===== config.mk =====
export PLATFORM = sky130hd
export DESIGN_NAME = dac_cmd_layer
export DESIGN_NICKNAME = d
export VERILOG_FILES = /design/src/hw/dac_pkg.sv /design/src/hw/dac_cmd_layer.sv /design/src/hw/dac_edge_sync.sv /design/src/hw/dac_delay_line.sv
export VERILOG_INCLUDE_DIRS = /design/src /design/src/hw
export SDC_FILE = /design/constraint.sdc
export NUM_CORES = 1
export LEC_CHECK = 0
export BUFFER_PORTS_ARGS = -buffer_cell sky130_fd_sc_hd__buf_2
export CELL_PAD_IN_SITES_DETAIL_PLACEMENT = 1
export CELL_PAD_IN_SITES_GLOBAL_PLACEMENT = 1
export CORE_MARGIN = 10
export CORE_UTILIZATION = 41
export CTS_CLUSTER_SIZE = 12
export DETAILED_ROUTE_END_ITERATION = 7
export GPL_TIMING_DRIVEN = 1
export PLACE_DENSITY = 0.86
export SYNTH_ARGS = -nofsm -noshare
export SYNTH_HDL_FRONTEND = slang
export SYNTH_SLANG_ARGS = --single-unit

===== constraint.sdc =====
create_clock -name mclk -period 3.3 [get_ports mclk]
set_input_delay 0.66 -clock mclk [delete_from_list [all_inputs] [get_ports mclk]]
set_output_delay 0.66 -clock mclk [all_outputs]
set_load 0.005 [all_outputs]

===== src/hw/dac_regs.svh =====
// Constants for the dual-channel async command layer
`ifndef DAC_REGS_SVH
`define DAC_REGS_SVH
`define DAC_PTR_CMD       3'h0
`define DAC_PTR_INTMODE   3'h1
`define DAC_PTR_VECTOR    3'h2
`define DAC_PTR_RXCTL     3'h3
`define DAC_PTR_FORMAT    3'h4
`define DAC_PTR_TXCTL     3'h5
`define DAC_CMD_CHAN_RST  3'h3
`define DAC_CMD_RETURN    3'h7
`define DAC_OP_PREFIX     8'hED
`define DAC_OP_RETURN     8'h4D
`define DAC_FMT_PAR_EN    0
`define DAC_FMT_PAR_EVEN  1
`define DAC_FMT_STOP_LSB  2
`define DAC_FMT_CLK_LSB   6
`define DAC_IM_SAV_BIT    2
`define DAC_IM_WR_MODE    6
`define DAC_TX_LAT_CYC    6
`define DAC_RX_LAT_CYC    11
`define DAC_RESET_BYTE    8'h00
`endif


===== src/hw/dac_pkg.sv =====
// Types shared by the dual-channel async command layer
`default_nettype none
package dac_pkg;
  typedef enum logic [1:0] {
    DAC_STOP_NONE = 2'b00,
    DAC_STOP_ONE  = 2'b01,
    DAC_STOP_ONEH = 2'b10,
    DAC_STOP_TWO  = 2'b11
  } dac_stop_e;
  typedef struct packed {
    logic       chan_b;
    logic       ctl_sel;
    logic [7:0] data;
  } dac_acc_s;
  typedef struct packed {
    logic [6:0] mult;
    dac_stop_e  stop;
    logic       par_en;
    logic       par_even;
  } dac_fmt_s;
endpackage
`default_nettype wire


===== src/hw/dac_cmd_layer.sv =====
// Command, pointer and status access layer for two async channels
`include "dac_regs.svh"
`default_nettype none
module dac_cmd_layer (
  // Clock and reset
  input  wire logic                mclk,
  input  wire logic                rst,
  // Host access strobes (synchronous to mclk)
  input  wire logic                wr_stb,
  input  wire logic                rd_stb,
  input  wire dac_pkg::dac_acc_s   acc,
  // Data bus snoop for return opcode
  input  wire logic                fetch_stb,
  input  wire logic [7:0]          fetch_data,
  // Interrupt acknowledge sets under-service
  input  wire logic                int_ack,
  // Bit clocks from the line side
  input  wire logic [1:0]          transmit_bit_clock,
  input  wire logic [1:0]          receive_bit_clock,
  // Channel events from the data path
  input  wire logic [1:0]          tx_empty_ev,
  input  wire logic [1:0]          rx_char_ev,
  input  wire logic [7:0]          status_a,
  input  wire logic [7:0]          status_b,
  input  wire logic [7:0]          rx_err_a,
  input  wire logic [7:0]          rx_err_b,
  input  wire logic [2:0]          pend_code,
  input  wire logic                int_pending,
  // Daisy chain
  input  wire logic                chain_enable_in,
  output logic                     chain_enable_out,
  // Read data and wait/ready
  output logic [7:0]               rd_data,
  output logic                     wait_ready,
  // Decoded configuration per channel
  output dac_pkg::dac_fmt_s        fmt_a,
  output dac_pkg::dac_fmt_s        fmt_b,
  output logic [1:0]               chan_reset,
  output logic [7:0]               vector_out
);
  // Register state, index 0 is channel A
  logic [2:0]  ptr_reg [2];
  logic [2:0]  ptr_next [2];
  logic [7:0]  intm_reg [2];
  logic [7:0]  intm_next [2];
  logic [7:0]  rxc_reg [2];
  logic [7:0]  rxc_next [2];
  logic [7:0]  fmt_reg [2];
  logic [7:0]  fmt_next [2];
  logic [7:0]  txc_reg [2];
  logic [7:0]  txc_next [2];
  logic [7:0]  vec_reg;
  logic [7:0]  vec_next;
  logic        ius_reg;
  logic        ius_next;
  logic        prefix_reg;
  logic        prefix_next;
  logic [7:0]  rd_reg;
  logic [7:0]  rd_next;
  logic [1:0]  crst_reg;
  logic [1:0]  crst_next;
  logic        wr_ret;
  logic        op_ret;
  logic [1:0]  tx_fall;
  logic [1:0]  rx_rise;
  logic [1:0]  tx_hit;
  logic [1:0]  rx_hit;
  logic [1:0]  tx_late;
  logic [1:0]  rx_late;
  logic        wr_ev_reg;
  logic        wr_ev_next;
  logic [7:0]  vout_reg;
  logic [7:0]  vout_next;

  // Delay depths left after the two synchroniser stages
  localparam int TX_DEPTH = `DAC_TX_LAT_CYC - 2;
  localparam int RX_DEPTH = `DAC_RX_LAT_CYC - 2;

  // Each delay line needs two stages or it cannot shift
  if (TX_DEPTH < 2 || RX_DEPTH < 2) begin : g_lat_chk
    $error("wait/ready latency leaves too few delay stages");
  end

  // Stop and multiplier decode, shared by both channels
  function automatic dac_pkg::dac_fmt_s fmt_decode(input logic [7:0] f);
    dac_pkg::dac_fmt_s d;
    d.par_en   = f[`DAC_FMT_PAR_EN];
    d.par_even = f[`DAC_FMT_PAR_EVEN];
    d.stop     = dac_pkg::dac_stop_e'(f[`DAC_FMT_STOP_LSB +: 2]);
    case (f[`DAC_FMT_CLK_LSB +: 2])
      2'b00:   d.mult = 7'h01;
      2'b01:   d.mult = 7'h10;
      2'b10:   d.mult = 7'h20;
      2'b11:   d.mult = 7'h40;
      // Two-bit field; the default only keeps the case complete
      default: d.mult = 7'h01;
    endcase
    return d;
  endfunction

  // Vector with bits 3:1 replaced by pending source code when sav is set
  function automatic logic [7:0] vec_modify(input logic [7:0] v,
                                            input logic       sav,
                                            input logic [2:0] code);
    return sav ? {v[7:4], code, v[0]} : v;
  endfunction

  // Bit clock edge finders, one per bit clock, two per channel
  genvar g;
  generate
    for (g = 0; g < 2; g++) begin : g_clk
      dac_edge_sync u_tx (
        .mclk     (mclk),
        .rst      (rst),
        .async_in (transmit_bit_clock[g]),
        .level    (),
        .rise     (),
        .fall     (tx_fall[g])
      );
      dac_edge_sync u_rx (
        .mclk     (mclk),
        .rst      (rst),
        .async_in (receive_bit_clock[g]),
        .level    (),
        .rise     (rx_rise[g]),
        .fall     ()
      );
      // An edge counts only when the data path flags the event
      assign tx_hit[g] = tx_fall[g] & tx_empty_ev[g];
      assign rx_hit[g] = rx_rise[g] & rx_char_ev[g];
      // Sync takes 2 cycles; delay tops it up inside the window
      // An edge seen mid-cycle adds up to one more period of skew
      dac_delay_line #(.DEPTH(TX_DEPTH)) u_txd (
        .mclk   (mclk),
        .rst    (rst),
        .ev_in  (tx_hit[g]),
        .ev_out (tx_late[g])
      );
      dac_delay_line #(.DEPTH(RX_DEPTH)) u_rxd (
        .mclk   (mclk),
        .rst    (rst),
        .ev_in  (rx_hit[g]),
        .ev_out (rx_late[g])
      );
    end
  endgenerate

  // Return detection by command or by bus snoop
  // Only a byte at the command pointer counts as a command
  assign wr_ret = wr_stb & acc.ctl_sel & ~acc.chan_b &
                  (ptr_reg[0] == `DAC_PTR_CMD) &
                  (acc.data[5:3] == `DAC_CMD_RETURN);
  assign op_ret = fetch_stb & prefix_reg &
                  (fetch_data == `DAC_OP_RETURN);

  // Snoop, under-service latch and vector
  always_comb begin
    // Prefix byte must come directly before the return byte
    prefix_next = prefix_reg;
    if (fetch_stb) begin
      prefix_next = (fetch_data == `DAC_OP_PREFIX);
    end
    ius_next = ius_reg;
    // A return clears the latch; an acknowledge in the same cycle wins
    // because it opens the next service period
    if (op_ret | wr_ret) begin
      ius_next = 1'b0;
    end
    if (int_ack) begin
      ius_next = 1'b1;
    end
    // Vector register lives in channel B only
    vec_next = vec_reg;
    if (wr_stb & acc.ctl_sel & acc.chan_b & ptr_reg[1] == `DAC_PTR_VECTOR) begin
      vec_next = acc.data;
    end
  end
  always_ff @(posedge mclk) begin
    if (rst) begin
      prefix_reg <= 1'b0;
      ius_reg    <= 1'b0;
      vec_reg    <= `DAC_RESET_BYTE;
    end else begin
      prefix_reg <= prefix_next;
      ius_reg    <= ius_next;
      vec_reg    <= vec_next;
    end
  end

  // Pointer and write registers per channel
  always_comb begin
    // Reset pulse lasts one cycle; the data path clears its own state
    crst_next = 2'b00;
    for (int c = 0; c < 2; c++) begin
      ptr_next[c]  = ptr_reg[c];
      intm_next[c] = intm_reg[c];
      rxc_next[c]  = rxc_reg[c];
      fmt_next[c]  = fmt_reg[c];
      txc_next[c]  = txc_reg[c];
      // Channel select and control/data route the access
      if (acc.chan_b == c[0] && acc.ctl_sel && (wr_stb || rd_stb)) begin
        if (wr_stb && ptr_reg[c] == `DAC_PTR_CMD) begin
          // Single byte carries command and pointer
          if (acc.data[5:3] == `DAC_CMD_CHAN_RST) begin
            ptr_next[c]  = `DAC_PTR_CMD;
            crst_next[c] = 1'b1;
            intm_next[c] = `DAC_RESET_BYTE;
            rxc_next[c]  = `DAC_RESET_BYTE;
            txc_next[c]  = `DAC_RESET_BYTE;
          end else begin
            ptr_next[c] = acc.data[2:0];
          end
        end else begin
          if (wr_stb) begin
            case (ptr_reg[c])
              `DAC_PTR_INTMODE: intm_next[c] = acc.data;
              `DAC_PTR_RXCTL:   rxc_next[c]  = acc.data;
              `DAC_PTR_FORMAT:  fmt_next[c]  = acc.data;
              `DAC_PTR_TXCTL:   txc_next[c]  = acc.data;
              default:          ;
            endcase
          end
          // Any access at a nonzero pointer falls back, reads included
          ptr_next[c] = `DAC_PTR_CMD;
        end
      end
    end
  end
  always_ff @(posedge mclk) begin
    if (rst) begin
      for (int c = 0; c < 2; c++) begin
        ptr_reg[c]  <= `DAC_PTR_CMD;
        intm_reg[c] <= `DAC_RESET_BYTE;
        rxc_reg[c]  <= `DAC_RESET_BYTE;
        fmt_reg[c]  <= `DAC_RESET_BYTE;
        txc_reg[c]  <= `DAC_RESET_BYTE;
      end
      crst_reg <= 2'b00;
    end else begin
      for (int c = 0; c < 2; c++) begin
        ptr_reg[c]  <= ptr_next[c];
        intm_reg[c] <= intm_next[c];
        rxc_reg[c]  <= rxc_next[c];
        fmt_reg[c]  <= fmt_next[c];
        txc_reg[c]  <= txc_next[c];
      end
      crst_reg <= crst_next;
    end
  end

  // Read mux; reads are registered so data holds between strobes
  always_comb begin
    rd_next = rd_reg;
    if (rd_stb && acc.ctl_sel) begin
      // Pointer 2 exists in channel B only; channel A reads zero there
      case (ptr_reg[acc.chan_b])
        3'h1:    rd_next = acc.chan_b ? rx_err_b : rx_err_a;
        3'h2:    rd_next = acc.chan_b ?
                   vec_modify(vec_reg, intm_reg[1][`DAC_IM_SAV_BIT],
                              pend_code) : 8'h00;
        default: rd_next = acc.chan_b ? status_b : status_a;
      endcase
    end
  end
  // Vector output registered so the pin never glitches with pend_code
  always_comb begin
    vout_next = vec_modify(vec_reg, intm_reg[1][`DAC_IM_SAV_BIT],
                           pend_code);
  end

  // Wait/ready pulse stretched until the next host access
  always_comb begin
    wr_ev_next = wr_ev_reg;
    if ((|tx_late) || (|rx_late)) begin
      wr_ev_next = 1'b1;
    end else if (wr_stb || rd_stb) begin
      wr_ev_next = 1'b0;
    end
  end
  // Registers for read data, wait/ready and the vector pin
  always_ff @(posedge mclk) begin
    if (rst) begin
      rd_reg    <= 8'h00;
      wr_ev_reg <= 1'b0;
      vout_reg  <= 8'h00;
    end else begin
      rd_reg    <= rd_next;
      wr_ev_reg <= wr_ev_next;
      vout_reg  <= vout_next;
    end
  end

  // Outputs
  assign rd_data          = rd_reg;
  assign wait_ready       = wr_ev_reg & (intm_reg[0][`DAC_IM_WR_MODE] |
                                         intm_reg[1][`DAC_IM_WR_MODE]);
  // Chain stays combinational so a long chain settles within one access
  assign chain_enable_out = chain_enable_in & ~ius_reg & ~int_pending;
  assign fmt_a            = fmt_decode(fmt_reg[0]);
  assign fmt_b            = fmt_decode(fmt_reg[1]);
  assign chan_reset       = crst_reg;
  assign vector_out       = vout_reg;
endmodule
`default_nettype wire


===== src/hw/dac_edge_sync.sv =====
// Two-flop synchroniser with edge detection for bit clocks and pins
`default_nettype none
module dac_edge_sync (
  // Clock and reset
  input  wire logic mclk,
  input  wire logic rst,
  // Asynchronous level in
  input  wire logic async_in,
  // Synchronised level and edges
  output logic      level,
  output logic      rise,
  output logic      fall
);
  logic [2:0] sh_reg;
  logic [2:0] sh_next;
  // Stage 0 feeds only stage 1; edges look at stages 1 and 2
  always_comb begin
    sh_next = {sh_reg[1:0], async_in};
  end
  always_ff @(posedge mclk) begin
    if (rst) begin
      sh_reg <= 3'h0;
    end else begin
      sh_reg <= sh_next;
    end
  end
  assign level = sh_reg[1];
  assign rise  = sh_reg[1] & ~sh_reg[2];
  assign fall  = ~sh_reg[1] & sh_reg[2];
endmodule
`default_nettype wire


===== src/hw/dac_delay_line.sv =====
// Fixed-latency event delay used for wait/ready timing
`default_nettype none
module dac_delay_line #(
  parameter int DEPTH = 4
) (
  // Clock and reset
  input  wire logic mclk,
  input  wire logic rst,
  // Event in and delayed event out
  input  wire logic ev_in,
  output logic      ev_out
);
  logic [DEPTH-1:0] dl_reg;
  logic [DEPTH-1:0] dl_next;
  // A single stage would leave no shift path, so refuse it at elaboration
  if (DEPTH < 2) begin : g_depth_chk
    $error("DEPTH must be at least 2");
  end
  // Shift register keeps several events in flight
  always_comb begin
    dl_next = {dl_reg[DEPTH-2:0], ev_in};
  end
  always_ff @(posedge mclk) begin
    if (rst) begin
      dl_reg <= '0;
    end else begin
      dl_reg <= dl_next;
    end
  end
  assign ev_out = dl_reg[DEPTH-1];
endmodule
`default_nettype wire


==> results.py <==
metrics = {
    "setup_path": {
        "arrival_ns": 2.28,
        "r2r_slack_ns": 1.51,
        "path_cells": "buf_2, and4bb_1, and3_1, mux2i_1, nor2_1",
        "worst_path_largest_cell_delay_ns": 0.49,
        "path_class": "input pin to register",
        "start_kind": "input pin",
        "rr_worst_depth": 4,
        "reg2reg_to": "vec_reg[4]",
        "required_ns": 3.55,
        "worstPathMaxFanout": 25,
        "crit_path_end_kind": "register",
        "worst_path_max_delay_cell": "and3_1",
        "r2r_start": "ptr_reg[1][1]",
    },
    "yosys": {
        "synth_top_family_by_area": "simple AND/OR/NAND/NOR gates",
        "syn-cell-area_sq_mm": 0.00346,
        "synth_xor_area_share_pct": 0.506,
        "synthAdderAreaFrac_pct": 0,
        "synthFlopType": "dfxtp_1",
        "muxShareOfSynthArea_pct": 10.2,
        "synth_seq_cells": 88,
        "ys_warn_count": 0,
        "ys_seq_area_share_pct": 50.9,
        "synth_cell_types": 49,
        "synth_cells": 343,
        "synth_edf_count": 0,
        "synth_compound_area_share_pct": 9.65,
        "synth-simple-area-share_pct": 22.3,
        "synthArstFlopShare_pct": 0,
        "avgSynthCellArea_sq_um": 10.1,
    },
    "sta": {
        "finalWorstSetupSlack_ns": 1.27,
        "period_minus_slack_ns": 2.03,
        "clock_skew_ns": 0.00709,
        "rsz0062_at_grt": "false",
        "final.period_utilization_pct": 61.5,
        "drv_slew": 0,
        "setup-violations-final": 0,
        "slew_headroom_pct": 45.4,
        "whs_ns": 0.417,
        "tightest_slew_ns": 0.819,
        "timing.setup.tns_ns": 0,
        "hold_viol_final": 0,
        "fmax_mhz": 493,
    },
    "hold_path": {
        "hold_depth": 1,
        "holdCritStartpoint": "g_clk[1].u_tx.sh_reg[1]",
        "hold_class": "register to register",
        "worstHoldEndpoint": "g_clk[1].u_txd.dl_reg[0]",
    },
    "cts": {
        "root_buffer": "clkbuf_8",
        "ctsHoldBuffers": 0,
        "htreeDepth": 3,
        "post_cts_buffers": 0,
        "post_cts_resized": 0,
        "path_clk_slew_ns": 0.09,
        "cts_tree": "yes",
        "cts_buffers": 9,
        "clock_path_buffers": 2,
        "cts.sink_count": 88,
        "insertion_delay_ns": 0.36,
    },
    "drt": {
        "ant_nets": 0,
        "wl_per_cell_microns": 16.8,
        "via_per_inst": 5.05,
        "drc_errors": 0,
        "drt_first_pass_iters": 4,
        "drt-initial-drc-count": 59,
        "num_vias": 2737,
        "wl_mm": 9.10,
    },
    "power": {
        "p_leak_nw": 1.87,
        "p_comb_share_pct": 7.6,
        "p_sw_mw": 0.503,
        "pwr-share-clk_pct": 40.5,
        "finalPower_mw": 2.10,
        "swShare_pct": 23.9,
        "vdd_drop_max_mv": 0.259,
        "p_per_area_mw_per_mm2": 501,
        "p_seq_share_pct": 51.9,
        "p_int_mw": 1.60,
    },
    "cells_and_area": {
        "stdcell_area_sq_mm": 0.00418,
        "fillCellCount": 978,
        "final_common_cell": "buf_2",
        "regArea_sq_mm": 0.00176,
        "fin_util_pct": 50.9,
        "largest_register_ffs": 18,
        "multi_input_area_sq_mm": 0.00150,
        "syn2layout_area_growth_pct": 20.8,
        "final_cell_mix": "buf_2 (104), dfxtp_1 (88), nor2_1 (45)",
        "drive_above_1_share_pct": 31.6,
        "finalNonFillerCells": 542,
        "nets": 501,
        "n_antenna_cell": 0,
    },
    "floorplan": {
        "die-area_sq_mm": 0.0125,
        "die_h_microns": 112,
        "num_io_pins": 111,
        "rows": 33,
        "core_area_sq_mm": 0.00822,
        "initial_core_util_pct": 42.2,
        "die_x_microns": 112,
    },
    "global_routing": {
        "grt_pass1_vias": 3004,
        "grt_use_total_pct": 14.5,
        "grt_max_degree": 51,
        "grt_pass1_wl_mm": 15.0,
        "grt_overflow_total": 0,
        "antenna_found_initial": 0,
    },
    "job": {
        "cap_violations": 0,
    },
    "placement": {
        "dpl.hpwl_mm": 7.08,
        "port_buffers": 104,
        "place.gp.congestion": 0.779,
        "placed_cells": 526,
        "dpl_worst_slack_ns": 0.899,
        "place_area_sq_mm": 0.00395,
    },
    "status": {
        "status": "finished clean",
    },
}
cell families after synthesis:
kind of cell | count (synthesis)
multiplexers | 34
buffers and inverters | 39
flip-flops | 88
XOR/XNOR | 2
AO/OA/AOI/OAI | 44
AND/OR/NAND/NOR | 135
other | 1
cell usage after synthesis, types with 2 or more instances:
master / n / area share (%)
a211oi_1: 5 / 1.1
a21oi_1: 7 / 1.0
a221oi_1: 6 / 1.5
a22oi_1: 3 / 0.65
a311oi_1: 3 / 0.76
a32oi_1: 8 / 2.0
and2_1: 3 / 0.54
and3_1: 2 / 0.36
and3b_1: 3 / 0.76
and4bb_1: 2 / 0.72
buf_2: 5 / 0.72
buf_4: 16 / 3.5
clkbuf_1: 10 / 1.1
dfxtp_1: 88 / 51
inv_1: 6 / 0.65
mux2_2: 10 / 3.3
mux2i_1: 24 / 6.9
nand2_1: 13 / 1.4
nand3_1: 3 / 0.43
nand4bb_1: 2 / 0.65
nor2_1: 45 / 4.9
nor2b_1: 43 / 7.8
nor3_1: 3 / 0.43
nor3b_1: 3 / 0.65
o2111ai_1: 2 / 0.51
o21ai_0: 3 / 0.43
or3b_1: 2 / 0.51
xor2_1: 2 / 0.51
metal layers:
layer,track usage (%),vias up,share of wire [%]
met5,0,-,0
met2,23.4,86,47
met4,4.63,0,1.2
met1,17.4,1294,45
met3,5.42,10,7.0
li1,-,1347,-
power by group through the flow:
stage               Clock (mW)  Combinational (mW)  Sequential (mW)
floorplan                    0              0.0929             1.11
global placement             0               0.154             1.11
detailed placement           0               0.160             1.11
CTS                      0.878               0.161             1.09
global route             0.930               0.178             1.09
finish                   0.850               0.159             1.09
worst max-delay path by stage:
stage	startpoint	endpoint	slack [ns]
2_1_floorplan	wr_stb	fmt_reg[0][0]	1.64
3_3_place_gp	acc[9]	vec_reg[6]	1.03
3_5_place_dp	acc[9]	vec_reg[4]	0.90
4_1_cts	acc[9]	vec_reg[4]	1.28
5_1_grt	acc[9]	vec_reg[3]	1.17
6_report	acc[9]	vec_reg[4]	1.27
worst max-delay path: cells and delay by family:
family	cells	cell delay [ns]
AND/OR/NAND/NOR	3	0.93
buffers and inverters	1	0.40
multiplexers	1	0.27
cell type report:
class / count / area share [%]
inverters: 6 / 0.538
clock buffers: 9 / 2.96
clock inverters: 7 / 2.60
multi-input cells: 221 / 35.9
flip-flops and latches: 88 / 42.1
repair buffers: 106 / 12.8
well taps: 105 / 3.14
Power figures use the tool's default switching activity.
